`src/hw/pmb_pkg.sv`:
```
package pmb_pkg;

	// ----------------------------------------------------------------
	// Timing
	// ----------------------------------------------------------------
	localparam int          CLK_PERIOD_NS = 50;
	localparam int          MS_NS         = 1000000;
	localparam int          MS_CYCLES     = (MS_NS + CLK_PERIOD_NS - 1) / CLK_PERIOD_NS;
	localparam int          PRE_W         = 15;
	localparam logic [9:0]  MS_PER_S      = 10'h3e8;
	localparam logic [12:0] CNT_SAT       = 13'h1fff;

	// ----------------------------------------------------------------
	// Parameter limits (skew in ms, mute time in s)
	// ----------------------------------------------------------------
	localparam logic [15:0] SKEW_MAX_MS   = 16'h0fa0;
	localparam int          MUTE_MAX_MIN  = 120;
	localparam logic [15:0] MUTE_MAX_S    = 16'(MUTE_MAX_MIN * 60);

	// ----------------------------------------------------------------
	// Register map (byte addresses)
	// ----------------------------------------------------------------
	localparam logic [7:0]  REG_CTRL      = 8'h00;
	localparam logic [7:0]  REG_SKEW      = 8'h04;
	localparam logic [7:0]  REG_MTIME     = 8'h08;
	localparam logic [7:0]  REG_STATUS    = 8'h0c;
	localparam int          CTRL_ACTIVATE = 0;
	localparam int          CTRL_AUTO_ACK = 1;
	localparam int          CTRL_RESET    = 2;
	localparam logic [15:0] RST_SKEW      = 16'h0000;
	localparam logic [15:0] RST_MTIME     = 16'h0000;

	// ----------------------------------------------------------------
	// States, Gray along idle-init-safe-entry-muted
	// ----------------------------------------------------------------
	typedef enum logic [3:0]
	{
		ST_IDLE    = 4'h0,
		ST_INIT    = 4'h1,
		ST_SAFE    = 4'h3,
		ST_ENTRY_A = 4'h2,
		ST_MUTED   = 4'h6,
		ST_ENTRY_B = 4'h7,
		ST_DEMAND  = 4'h5,
		ST_WAITACK = 4'h4,
		ST_ERR_SEQ = 4'hc,
		ST_ERR_TMR = 4'hd,
		ST_ERR_PAR = 4'hf
	} pmb_state_e;

	// ----------------------------------------------------------------
	// Diagnostic codes
	// ----------------------------------------------------------------
	localparam logic [15:0] DG_IDLE    = 16'h0000;
	localparam logic [15:0] DG_INIT    = 16'h8001;
	localparam logic [15:0] DG_SAFE    = 16'h8000;
	localparam logic [15:0] DG_ENTRY_A = 16'h8010;
	localparam logic [15:0] DG_ENTRY_B = 16'h8310;
	localparam logic [15:0] DG_MUTED   = 16'h8020;
	localparam logic [15:0] DG_DEMAND  = 16'h8002;
	localparam logic [15:0] DG_WAITACK = 16'h8003;
	localparam logic [15:0] DG_ERR_SEQ = 16'hc002;
	localparam logic [15:0] DG_ERR_TMR = 16'hc003;
	localparam logic [15:0] DG_ERR_PAR = 16'hc004;

endpackage

```
`src/hw/pmb_tmr_if.sv`:
```
`timescale 1ns/1ps
interface pmb_tmr_if;
	logic        skew_run;
	logic        mute_run;
	logic [15:0] skew_limit;
	logic [15:0] mute_limit;
	logic        skew_expired;
	logic        mute_expired;

	modport ctl
	(
		output skew_run, mute_run, skew_limit, mute_limit,
		input  skew_expired, mute_expired
	);
	modport tmr
	(
		input  skew_run, mute_run, skew_limit, mute_limit,
		output skew_expired, mute_expired
	);
endinterface

```
`src/hw/pmb_timer.sv`:
```
`timescale 1ns/1ps
module pmb_timer
#(
	parameter int MS_CYCLES = pmb_pkg::MS_CYCLES
)
(
	input  wire logic pclk,
	input  wire logic presetn,
	pmb_tmr_if.tmr    t
);

	typedef struct packed
	{
		logic [pmb_pkg::PRE_W-1:0] pre;
		logic [12:0]               skew_ms;
		logic [9:0]                sec_ms;
		logic [12:0]               mute_s;
	} pmb_tmr_s;

	pmb_tmr_s r;
	pmb_tmr_s next_r;
	logic     ms_tick;

	// The prescaler runs free; a run may therefore start up to 1 ms early
	// within its first tick, which only makes the limits stricter.
	assign ms_tick = (r.pre == pmb_pkg::PRE_W'(MS_CYCLES - 1));

	always_comb
	begin
		next_r = r;
		next_r.pre = ms_tick ? '0 : r.pre + 1'b1;
		if (!t.skew_run)
			next_r.skew_ms = '0;
		else if (ms_tick && r.skew_ms != pmb_pkg::CNT_SAT)
			next_r.skew_ms = r.skew_ms + 1'b1;
		if (!t.mute_run)
		begin
			next_r.sec_ms = '0;
			next_r.mute_s = '0;
		end
		else if (ms_tick)
		begin
			if (r.sec_ms == pmb_pkg::MS_PER_S - 1'b1)
			begin
				next_r.sec_ms = '0;
				if (r.mute_s != pmb_pkg::CNT_SAT)
					next_r.mute_s = r.mute_s + 1'b1;
			end
			else
				next_r.sec_ms = r.sec_ms + 1'b1;
		end
	end

	always_ff @(posedge pclk or negedge presetn)
	begin
		if (!presetn)
			r <= '0;
		else
			r <= next_r;
	end

	assign t.skew_expired = t.skew_run && ({3'h0, r.skew_ms} >= t.skew_limit);
	assign t.mute_expired = t.mute_run && ({3'h0, r.mute_s} >= t.mute_limit);

endmodule

```
`src/hw/pmb_parallel_mute_block.sv`:
```
// Added by the designer: the APB interface to the registers and the address map.
`timescale 1ns/1ps
module pmb_parallel_mute_block
#(
	parameter int MS_CYCLES = pmb_pkg::MS_CYCLES
)
(
	input  wire logic        pclk,
	input  wire logic        presetn,
	input  wire logic        psel,
	input  wire logic        penable,
	input  wire logic        pwrite,
	input  wire logic [7:0]  paddr,
	input  wire logic [31:0] pwdata,
	output logic [31:0]      prdata,
	output logic             pready,
	output logic             pslverr,
	input  wire logic        guard_ossd_in,
	input  wire logic        mute_sensor_a,
	input  wire logic        mute_sensor_b,
	input  wire logic        mute_permit,
	output logic             ready_out,
	output logic             guard_ok_out,
	output logic             mute_on_out,
	output logic             protect_request_out,
	output logic             ack_request_out,
	output logic             error_out,
	output logic [15:0]      diag_word
);

	// ----------------------------------------------------------------
	// State
	// ----------------------------------------------------------------
	typedef struct packed
	{
		logic ready;
		logic guard_ok;
		logic mute_on;
		logic protect;
		logic ack_req;
		logic error;
		logic [15:0] diag;
	} pmb_out_s;

	typedef struct packed
	{
		pmb_pkg::pmb_state_e st;
		logic                a_q;
		logic                b_q;
		logic                rst_q;
		logic                activate;
		logic                auto_ack;
		logic                op_reset;
		logic [15:0]         skew_lim;
		logic [15:0]         mute_lim;
		logic [31:0]         rdata;
		logic                rerr;
		pmb_out_s            o;
	} pmb_state_s;

	pmb_state_s r;
	pmb_state_s next_r;
	pmb_tmr_if  tif ();

	// ----------------------------------------------------------------
	// Helpers
	// ----------------------------------------------------------------
	function automatic logic reg_hit(input logic [7:0] a);
		reg_hit = (a == pmb_pkg::REG_CTRL) || (a == pmb_pkg::REG_SKEW) ||
			(a == pmb_pkg::REG_MTIME) || (a == pmb_pkg::REG_STATUS);
	endfunction

	function automatic pmb_out_s outs(input pmb_pkg::pmb_state_e s, input logic clr);
		outs = '0;
		outs.ready = (s != pmb_pkg::ST_IDLE);
		case (s)
			pmb_pkg::ST_IDLE:
				outs.diag = pmb_pkg::DG_IDLE;
			pmb_pkg::ST_INIT:
			begin
				outs.ack_req = 1'b1;
				outs.diag = pmb_pkg::DG_INIT;
			end
			pmb_pkg::ST_SAFE:
			begin
				outs.guard_ok = 1'b1;
				outs.diag = pmb_pkg::DG_SAFE;
			end
			pmb_pkg::ST_ENTRY_A:
			begin
				outs.guard_ok = 1'b1;
				outs.diag = pmb_pkg::DG_ENTRY_A;
			end
			pmb_pkg::ST_ENTRY_B:
			begin
				outs.guard_ok = 1'b1;
				outs.diag = pmb_pkg::DG_ENTRY_B;
			end
			pmb_pkg::ST_MUTED:
			begin
				outs.guard_ok = 1'b1;
				outs.mute_on = 1'b1;
				outs.diag = pmb_pkg::DG_MUTED;
			end
			pmb_pkg::ST_DEMAND:
			begin
				outs.protect = 1'b1;
				outs.diag = pmb_pkg::DG_DEMAND;
			end
			pmb_pkg::ST_WAITACK:
			begin
				outs.ack_req = 1'b1;
				outs.diag = pmb_pkg::DG_WAITACK;
			end
			pmb_pkg::ST_ERR_SEQ:
			begin
				outs.error = 1'b1;
				outs.ack_req = clr;
				outs.diag = pmb_pkg::DG_ERR_SEQ;
			end
			pmb_pkg::ST_ERR_TMR:
			begin
				outs.error = 1'b1;
				outs.ack_req = clr;
				outs.diag = pmb_pkg::DG_ERR_TMR;
			end
			pmb_pkg::ST_ERR_PAR:
			begin
				outs.error = 1'b1;
				outs.ack_req = clr;
				outs.diag = pmb_pkg::DG_ERR_PAR;
			end
			default:
				outs = '0;
		endcase
	endfunction

	// ----------------------------------------------------------------
	// Sequencing
	// ----------------------------------------------------------------
	logic a_rise;
	logic b_rise;
	logic rst_edge;
	logic par_bad;
	logic cleared;
	logic wrong_seq;
	logic wr_acc;
	logic setup;
	pmb_pkg::pmb_state_e ns;

	assign a_rise   = mute_sensor_a && !r.a_q;
	assign b_rise   = mute_sensor_b && !r.b_q;
	assign rst_edge = r.op_reset && !r.rst_q;
	assign par_bad  = (r.skew_lim > pmb_pkg::SKEW_MAX_MS) ||
		(r.mute_lim > pmb_pkg::MUTE_MAX_S);
	// Sensors must be released before a lockout can be acknowledged
	assign cleared  = !par_bad && !mute_sensor_a && !mute_sensor_b;
	assign wrong_seq = (a_rise && mute_sensor_b && !b_rise) ||
		(b_rise && mute_sensor_a && !a_rise) ||
		(mute_sensor_a && !a_rise && mute_sensor_b && !b_rise) ||
		(!mute_permit && (a_rise || b_rise));

	assign tif.skew_run   = (r.st == pmb_pkg::ST_ENTRY_A) || (r.st == pmb_pkg::ST_ENTRY_B);
	assign tif.mute_run   = tif.skew_run || (r.st == pmb_pkg::ST_MUTED);
	assign tif.skew_limit = r.skew_lim;
	assign tif.mute_limit = r.mute_lim;

	always_comb
	begin
		ns = r.st;
		if (!r.activate)
			ns = pmb_pkg::ST_IDLE;
		else if (par_bad && r.st != pmb_pkg::ST_IDLE)
			ns = pmb_pkg::ST_ERR_PAR;
		else
		begin
			case (r.st)
				pmb_pkg::ST_IDLE:
					ns = pmb_pkg::ST_INIT;
				pmb_pkg::ST_INIT:
					if (r.auto_ack || rst_edge)
						ns = pmb_pkg::ST_SAFE;
				pmb_pkg::ST_SAFE:
					if (wrong_seq)
						ns = pmb_pkg::ST_ERR_SEQ;
					else if (!guard_ossd_in)
						ns = pmb_pkg::ST_DEMAND;
					else if (a_rise && b_rise)
						ns = pmb_pkg::ST_MUTED;
					else if (a_rise)
						ns = pmb_pkg::ST_ENTRY_A;
					else if (b_rise)
						ns = pmb_pkg::ST_ENTRY_B;
				pmb_pkg::ST_ENTRY_A:
					if (!mute_permit || !mute_sensor_a)
						ns = pmb_pkg::ST_ERR_SEQ;
					else if (tif.skew_expired || tif.mute_expired)
						ns = pmb_pkg::ST_ERR_TMR;
					else if (!guard_ossd_in)
						ns = pmb_pkg::ST_DEMAND;
					else if (b_rise)
						ns = pmb_pkg::ST_MUTED;
				pmb_pkg::ST_ENTRY_B:
					if (!mute_permit || !mute_sensor_b)
						ns = pmb_pkg::ST_ERR_SEQ;
					else if (tif.skew_expired || tif.mute_expired)
						ns = pmb_pkg::ST_ERR_TMR;
					else if (!guard_ossd_in)
						ns = pmb_pkg::ST_DEMAND;
					else if (a_rise)
						ns = pmb_pkg::ST_MUTED;
				pmb_pkg::ST_MUTED:
					// Permit and guard are ignored here by intent
					if (tif.mute_expired)
						ns = pmb_pkg::ST_ERR_TMR;
					else if (!mute_sensor_a || !mute_sensor_b)
						ns = pmb_pkg::ST_SAFE;
				pmb_pkg::ST_DEMAND:
					if (guard_ossd_in)
						ns = pmb_pkg::ST_WAITACK;
				pmb_pkg::ST_WAITACK:
					if (!guard_ossd_in)
						ns = pmb_pkg::ST_DEMAND;
					else if (rst_edge)
						ns = pmb_pkg::ST_SAFE;
				pmb_pkg::ST_ERR_SEQ,
				pmb_pkg::ST_ERR_TMR,
				pmb_pkg::ST_ERR_PAR:
					if (cleared && rst_edge)
						ns = pmb_pkg::ST_SAFE;
				default:
					ns = pmb_pkg::ST_IDLE;
			endcase
		end
	end

	// ----------------------------------------------------------------
	// APB slave and next state
	// ----------------------------------------------------------------
	assign setup  = psel && !penable;
	assign wr_acc = psel && penable && pwrite && reg_hit(paddr);

	always_comb
	begin
		next_r = r;
		next_r.st = ns;
		next_r.a_q = mute_sensor_a;
		next_r.b_q = mute_sensor_b;
		next_r.rst_q = r.op_reset;
		next_r.o = outs(ns, (ns == r.st) ? cleared : 1'b0);
		if (setup)
		begin
			next_r.rerr = !reg_hit(paddr);
			next_r.rdata = '0;
			case (paddr)
				pmb_pkg::REG_CTRL:
				begin
					next_r.rdata[pmb_pkg::CTRL_ACTIVATE] = r.activate;
					next_r.rdata[pmb_pkg::CTRL_AUTO_ACK] = r.auto_ack;
					next_r.rdata[pmb_pkg::CTRL_RESET] = r.op_reset;
				end
				pmb_pkg::REG_SKEW:
					next_r.rdata[15:0] = r.skew_lim;
				pmb_pkg::REG_MTIME:
					next_r.rdata[15:0] = r.mute_lim;
				pmb_pkg::REG_STATUS:
					next_r.rdata = {r.o.diag, 4'h0, r.st, 2'h0, r.o.error,
						r.o.ack_req, r.o.protect, r.o.mute_on, r.o.guard_ok, r.o.ready};
				default:
					next_r.rdata = '0;
			endcase
		end
		if (wr_acc)
		begin
			case (paddr)
				pmb_pkg::REG_CTRL:
				begin
					next_r.activate = pwdata[pmb_pkg::CTRL_ACTIVATE];
					next_r.auto_ack = pwdata[pmb_pkg::CTRL_AUTO_ACK];
					next_r.op_reset = pwdata[pmb_pkg::CTRL_RESET];
				end
				pmb_pkg::REG_SKEW:
					next_r.skew_lim = pwdata[15:0];
				pmb_pkg::REG_MTIME:
					next_r.mute_lim = pwdata[15:0];
				default:
					next_r.skew_lim = r.skew_lim;
			endcase
		end
	end

	always_ff @(posedge pclk or negedge presetn)
	begin
		if (!presetn)
		begin
			r <= '0;
			r.st <= pmb_pkg::ST_IDLE;
			r.skew_lim <= pmb_pkg::RST_SKEW;
			r.mute_lim <= pmb_pkg::RST_MTIME;
		end
		else
			r <= next_r;
	end

	pmb_timer
	#(
		.MS_CYCLES (MS_CYCLES)
	)
	u_timer
	(
		.pclk    (pclk),
		.presetn (presetn),
		.t       (tif)
	);

	// ----------------------------------------------------------------
	// Outputs
	// ----------------------------------------------------------------
	assign pready              = 1'b1;
	assign pslverr             = psel && penable && r.rerr;
	assign prdata              = r.rdata;
	assign ready_out           = r.o.ready;
	assign guard_ok_out        = r.o.guard_ok;
	assign mute_on_out         = r.o.mute_on;
	assign protect_request_out = r.o.protect;
	assign ack_request_out     = r.o.ack_req;
	assign error_out           = r.o.error;
	assign diag_word           = r.o.diag;

endmodule

```
`config.mk`:
```
export PLATFORM = sky130hd
export DESIGN_NAME = pmb_parallel_mute_block
export DESIGN_NICKNAME = d
export VERILOG_FILES = /design/src/hw/pmb_pkg.sv /design/src/hw/pmb_tmr_if.sv /design/src/hw/pmb_timer.sv /design/src/hw/pmb_parallel_mute_block.sv
export SDC_FILE = /design/constraint.sdc
export NUM_CORES = 1
export LEC_CHECK = 0
export ABC_CLOCK_PERIOD_IN_PS = 5100
export BUFFER_PORTS_ARGS = -buffer_cell sky130_fd_sc_hd__clkbuf_2
export CAP_MARGIN = 30
export CORE_ASPECT_RATIO = 0.8
export CORE_MARGIN = 2
export CORE_UTILIZATION = 45
export CTS_BUF_LIST = sky130_fd_sc_hd__clkbuf_8
export DETAILED_ROUTE_END_ITERATION = 7
export GPL_ROUTABILITY_DRIVEN = 0
export PLACE_DENSITY = 0.71
export SLEW_MARGIN = 5
export SYNTH_ARGS = -nofsm -noshare
export SYNTH_HDL_FRONTEND = slang
export SYNTH_SLANG_ARGS = --single-unit
```
`constraint.sdc`:
```
create_clock -name pclk -period 5.1 [get_ports pclk]
set_input_delay 0.765 -clock pclk [delete_from_list [all_inputs] [get_ports pclk]]
set_output_delay 0.765 -clock pclk [all_outputs]
set_load 0.03 [all_outputs]
```
**Word-level counts from Yosys, hierarchy flattened**

Cells that the tools add are included.

- Bits in writable memories: 0
- Latch bits: 0
- Output and inout port bits: 56
- Logic and storage cells: 168
- Memory bits (read-only): 0
- Bits in registers: 148
- Memories kept: 0
- Bits of input ports: 49

- Add/subtract/negate cells: 4
- Divide/modulo/power cells: 0
- Reductions and logical operators: 64
- Bitwise operators: 0
- Mux-type cells: 42
- Eq/ne operators: 32
- $mul: 0
- $lt $le $gt $ge: 4
- Shift-type cells: 0

Operators by type and width:

| kind | number |
|---|---|
| 16-bit one-hot mux with 10 select lines | 1 |
| 4-bit two-way mux | 22 |
| 13-bit two-way mux | 4 |
| 23-bit two-way mux | 2 |
| 13-bit one-hot mux with 3 select lines | 1 |
| 4-bit one-hot mux with 9 select lines | 1 |
| 4-bit by 3-bit == test with 1-bit output (second input constant) | 8 |
| 13-bit by 16-bit greater-or-equal comparator with 1-bit output | 2 |
| 13-bit by 1-bit adder with 13-bit output (second input constant) | 2 |
| 13-bit inequality test (second input constant) | 2 |
| 4-bit == test (second input constant) | 6 |
| 1-bit logical AND | 24 |
| 4-bit by 2-bit == test with 1-bit output (second input constant) | 4 |
| 8-bit by 4-bit == test with 1-bit output (second input constant) | 2 |
| 16-bit by 12-bit greater-than comparator with 1-bit output (second input constant) | 1 |
| 16-bit by 13-bit greater-than comparator with 1-bit output (second input constant) | 1 |
| 16-bit two-way mux | 1 |
| 15-bit by 1-bit adder with 15-bit output (second input constant) | 1 |
| 15-bit == test (second input constant) | 1 |
| 1-bit logical OR | 15 |
| 15-bit two-way mux | 1 |
| 3-bit one-hot mux with 4 select lines | 1 |
| 1-bit zero test | 11 |
| 11-bit OR reduction | 1 |
| 18 further kinds | 31 |

**Longest topological paths before layout**

- Word-level depth: 15
- Depth in mapped cells: 10

**Modules after synthesis**

From an unflattened synthesis, not the netlist that was laid out.

- Cells, all modules: 756
- Area, all modules: 7628.6 um^2

Modules (own cells, without submodules):

| module | seq. area each (um^2) | instances | cells each | area each (um^2) |
|---|---|---|---|---|
| pmb_parallel_mute_block | 2026.9 | 1 | 393 | 4247.8 |
| pmb_timer | 1276.2 | 1 | 363 | 3380.7 |

**Worst setup path after synthesis**

No wires, ideal clock.

- Kind: register to register
- Start point: reg r, in the netlist tif.skew_limit[12]
- End point: reg r, in the netlist diag_word[0]
- Cell stages (with the launch flop): 11
- Data required time: 5.027 ns
- Path slack: 2.469 ns
- Arrival time: 2.558 ns
- Period minus slack after synthesis: 2.631 ns
- Path through: dfrtp_1 > inv_1 > ha_1 > and3_1 > a221oi_4 > o311a_2 > o21ai_2 > o31ai_4 > nand3_2 > or4_4 > a21boi_2

RTL lines:

| element | line | source |
|---|---|---|
| start: declaration | pmb_parallel_mute_block.sv:61 | `pmb_state_s r;` |
| start signal: assignment | pmb_parallel_mute_block.sv:302 | `r <= next_r;` |

==> flow_summary_export.csv <==
group,metric,value,unit
status,status,"finished clean",
global_routing,grt_pass1_wl,27500,um
route,wl,16400,um
global_routing,grt_pass1_vias,5442,
power,ir_worst_vdd,161,uV
clock_network,cts_max_level,4,
die,io_pins,105,
logic_synthesis,ys_top_cells_by_area,"dfrtp_1 (44%), mux2_2 (5.5%), ha_1 (5.1%)",
timing,max_freq,0.318,GHz
timing,finClkSkew,0.0142,ns
logic_synthesis,ys.flop_type,"dfrtp_1",
critical_path,crit_arrival,3.52,ns
logic_synthesis,async_reset_ff_share,100,%
route,vias_per_cell,5.46,
final_layout,diodes,0,
die,start_util,46.6,%
logic_synthesis,ys_warn_count,0,
logic_synthesis,netlist_area,0.00743,mm^2
clock_network,root_buffer,"clkbuf_8",
critical_path,timing_worst_setup_path_type,"reg2reg",
critical_path,end_kind,"flop",
critical_path,crit_required,5.48,ns
run,maxCapViolations,0,
route,route.met3.wl,932,um
logic_synthesis,synth-edff-count,0,
die,dieHeight,119,um
timing,slew_violations,0,
global_routing,grtUsageTotal,19.7,%
power,p_int,1.64,mW
logic_synthesis,avgSynthCellArea,9.87,um^2
critical_path,r2r-end,"diag_word[0]",
route,met1_length,8070,um
timing,worstMarginPinSlew,0.736,ns
clock_network,ctsResizeCount,0,
route,vias,5562,
logic_synthesis,synth_cell_types,69,
timing,fin_tns_setup,0,ns
critical_path,reg2regPathDepth,10,
power,leakagePower,3.75,nW
logic_synthesis,synth_seq_area_share,44.5,%
global_routing,overflow,0,
hold_path,min_path_type,"in2async",
power,switchingPower,0.508,mW
route,wl_met2,7230,um
timing,hold_viol,0,
placement,io_buffers,73,
final_layout,mostFrequentLayoutCells,"dfrtp_1 (132), nand2_1 (74), clkbuf_2 (72)",
final_layout,drive_above_1_share,21.4,%
power,p_clk_share,45.5,%
route,drc,0,
critical_path,slowest_stage,"o21ai_0",
clock_network,numCtsBuffers,17,
clock_network,clk-insertion-delay-late,0.45,ns
clock_network,clk_path_buf_depth,2,
route,wl_per_cell,16.1,um
die,die-area,0.0176,mm^2
timing,rsz0062_at_grt,"false",
critical_path,worstPathCellList,"inv_1 -> ha_1 -> nor2b_1 -> o211a_1 -> o311ai_2 -> nand3_1 -> o21ai_0 -> nand2_1 -> or4_4 -> a21boi_2",
clock_network,cts_setup_buffers,0,
logic_synthesis,synth.ff_latch_count,132,
timing,finalCriticalPeriod,3.14,ns
logic_synthesis,netlist.area_leader.share,44.5,%
clock_network,cts_tree,"built",
timing,setup_viol,0,
power,power.share.switching,23.6,%
final_layout,nNetsFinal,871,
critical_path,r2r-start,"tif.mute_limit[1]",
placement,dp_hpwl,12100,um
die,rows,41,
power,p_total,2.15,mW
power,power_frac_seq,49.2,%
timing,hold_slack,0.266,ns
final_layout,final_common_cell,"dfrtp_1",
die,core,0.0160,mm^2
clock_network,clk_pin_slew,0.07,ns
critical_path,startpoint_type,"flop",
logic_synthesis,synth_cells,753,
logic_synthesis,synth_top_area_cell,"dfrtp_1",
critical_path,reg2reg_slack,1.96,ns
global_routing,antenna_found_initial,0,
route,highest_layer,"met4",
route,drtAntennaViolNets,0,
clock_network,cts_num_sinks,132,
route,drtIter0Drc,455,
critical_path,slowest_delay,0.52,ns
power,power_density,264,mW/mm^2
timing,finalCritPeriodShare,61.7,%
timing,slew_headroom,50.8,%
critical_path,cp_max_fo,5,
final_layout,syn2layout_area_growth,9.63,%
power,p_comb_share,5.3,%
global_routing,grt_max_degree,56,
route,first_pass_iters,4,
clock_network,cts_hold_buffers,0,
die,die_w,148,um
## cells in the mapped netlist, drive strengths merged (6+ instances only)
cell type	count
xor2	16
nand3	32
a211oi	8
o31ai	10
inv	39
a22oi	14
nor2b	9
nand2b	6
xnor2	13
nand4	10
o21ai	33
and2	6
buf	53
nand2	74
a22o	11
or3	10
and3	15
mux2	36
clkbuf	20
and4	8
nor2	59
nor3	10
a21oi	36
ha	30
dfrtp	132
## flip-flops by register name (all words and copies together) (netlist names), 8 cells and up
register	count
u_timer.r	51
prdata	24
tif.mute_limit	16
tif.skew_limit	16
r	10
diag_word	8
## worst max-delay path by stage
stage / end / cells past startpoint / start / slack [ns]
floorplan: diag_word[0] / 10 / tif.skew_limit[12] / 2.47
global placement: diag_word[4] / 9 / r[95] / 2.03
detailed placement: diag_word[4] / 9 / r[95] / 2.01
CTS: diag_word[9] / 9 / r[95] / 1.96
global route: diag_word[4] / 9 / r[95] / 1.76
finish: diag_word[0] / 10 / tif.mute_limit[1] / 1.96
## critical path, delay by kind of cell (launching register included)
| family | cells | cell delay, ns |
|---|---|---|
| compound gates | 4 | 1.18 |
| simple gates | 4 | 1.12 |
| flops | 1 | 0.41 |
| fa+ha+maj | 1 | 0.30 |
| buf+inv | 1 | 0.06 |
## power by group through the flow
| stage | Clock (mW) | Sequential, mW | Combinational (mW) |
|---|---|---|---|
| global placement | 0 | 1.08 | 0.112 |
| finish | 0.978 | 1.06 | 0.114 |
| global route | 1.05 | 1.06 | 0.126 |
| floorplan | 0 | 1.08 | 0.0704 |
| CTS | 1.00 | 1.06 | 0.114 |
| detailed placement | 0 | 1.08 | 0.113 |
## cell type report
cell class              count  area (um^2)
multi-input cells         522         3570
fillers                  1468         7810
flip-flops and latches    132         3300
clock buffers              19          262
repair buffers             80          420
clock inverters            12          179
inverters                  39          146
well taps                 215          269
## through the flow
step	util, %	cell area, um^2	std cells	setup WS, ns
floorplan	-	7480	766	2.47
global placement	48.3	7710	988	2.03
detailed placement	48.3	7710	988	2.01
CTS	51.1	8150	1019	1.96
global route	51.1	8150	1019	1.76
finish	51.1	8150	1019	1.96
## logic make-up (layout without fill, tap and decap cells)
family	Yosys count	count (layout)	synth area share, %
buffers and inverters	112	150	8.20
multiplexers	43	43	6.90
adder cells (fa/ha/maj)	30	30	5.05
AND/OR/NAND/NOR	256	256	17.5
XOR/XNOR	29	29	3.42
flip-flops	132	132	44.5
AO/OA/AOI/OAI	149	149	14.4
other	2	15	0.101
## layer usage
metal	vias up	track usage [%]
met2	164	29.3
met3	9	4.75
li1	2692	-
met1	2697	28.7
met5	-	0
met4	0	5.47
Note: power is estimated with default switching activity, not from simulation.
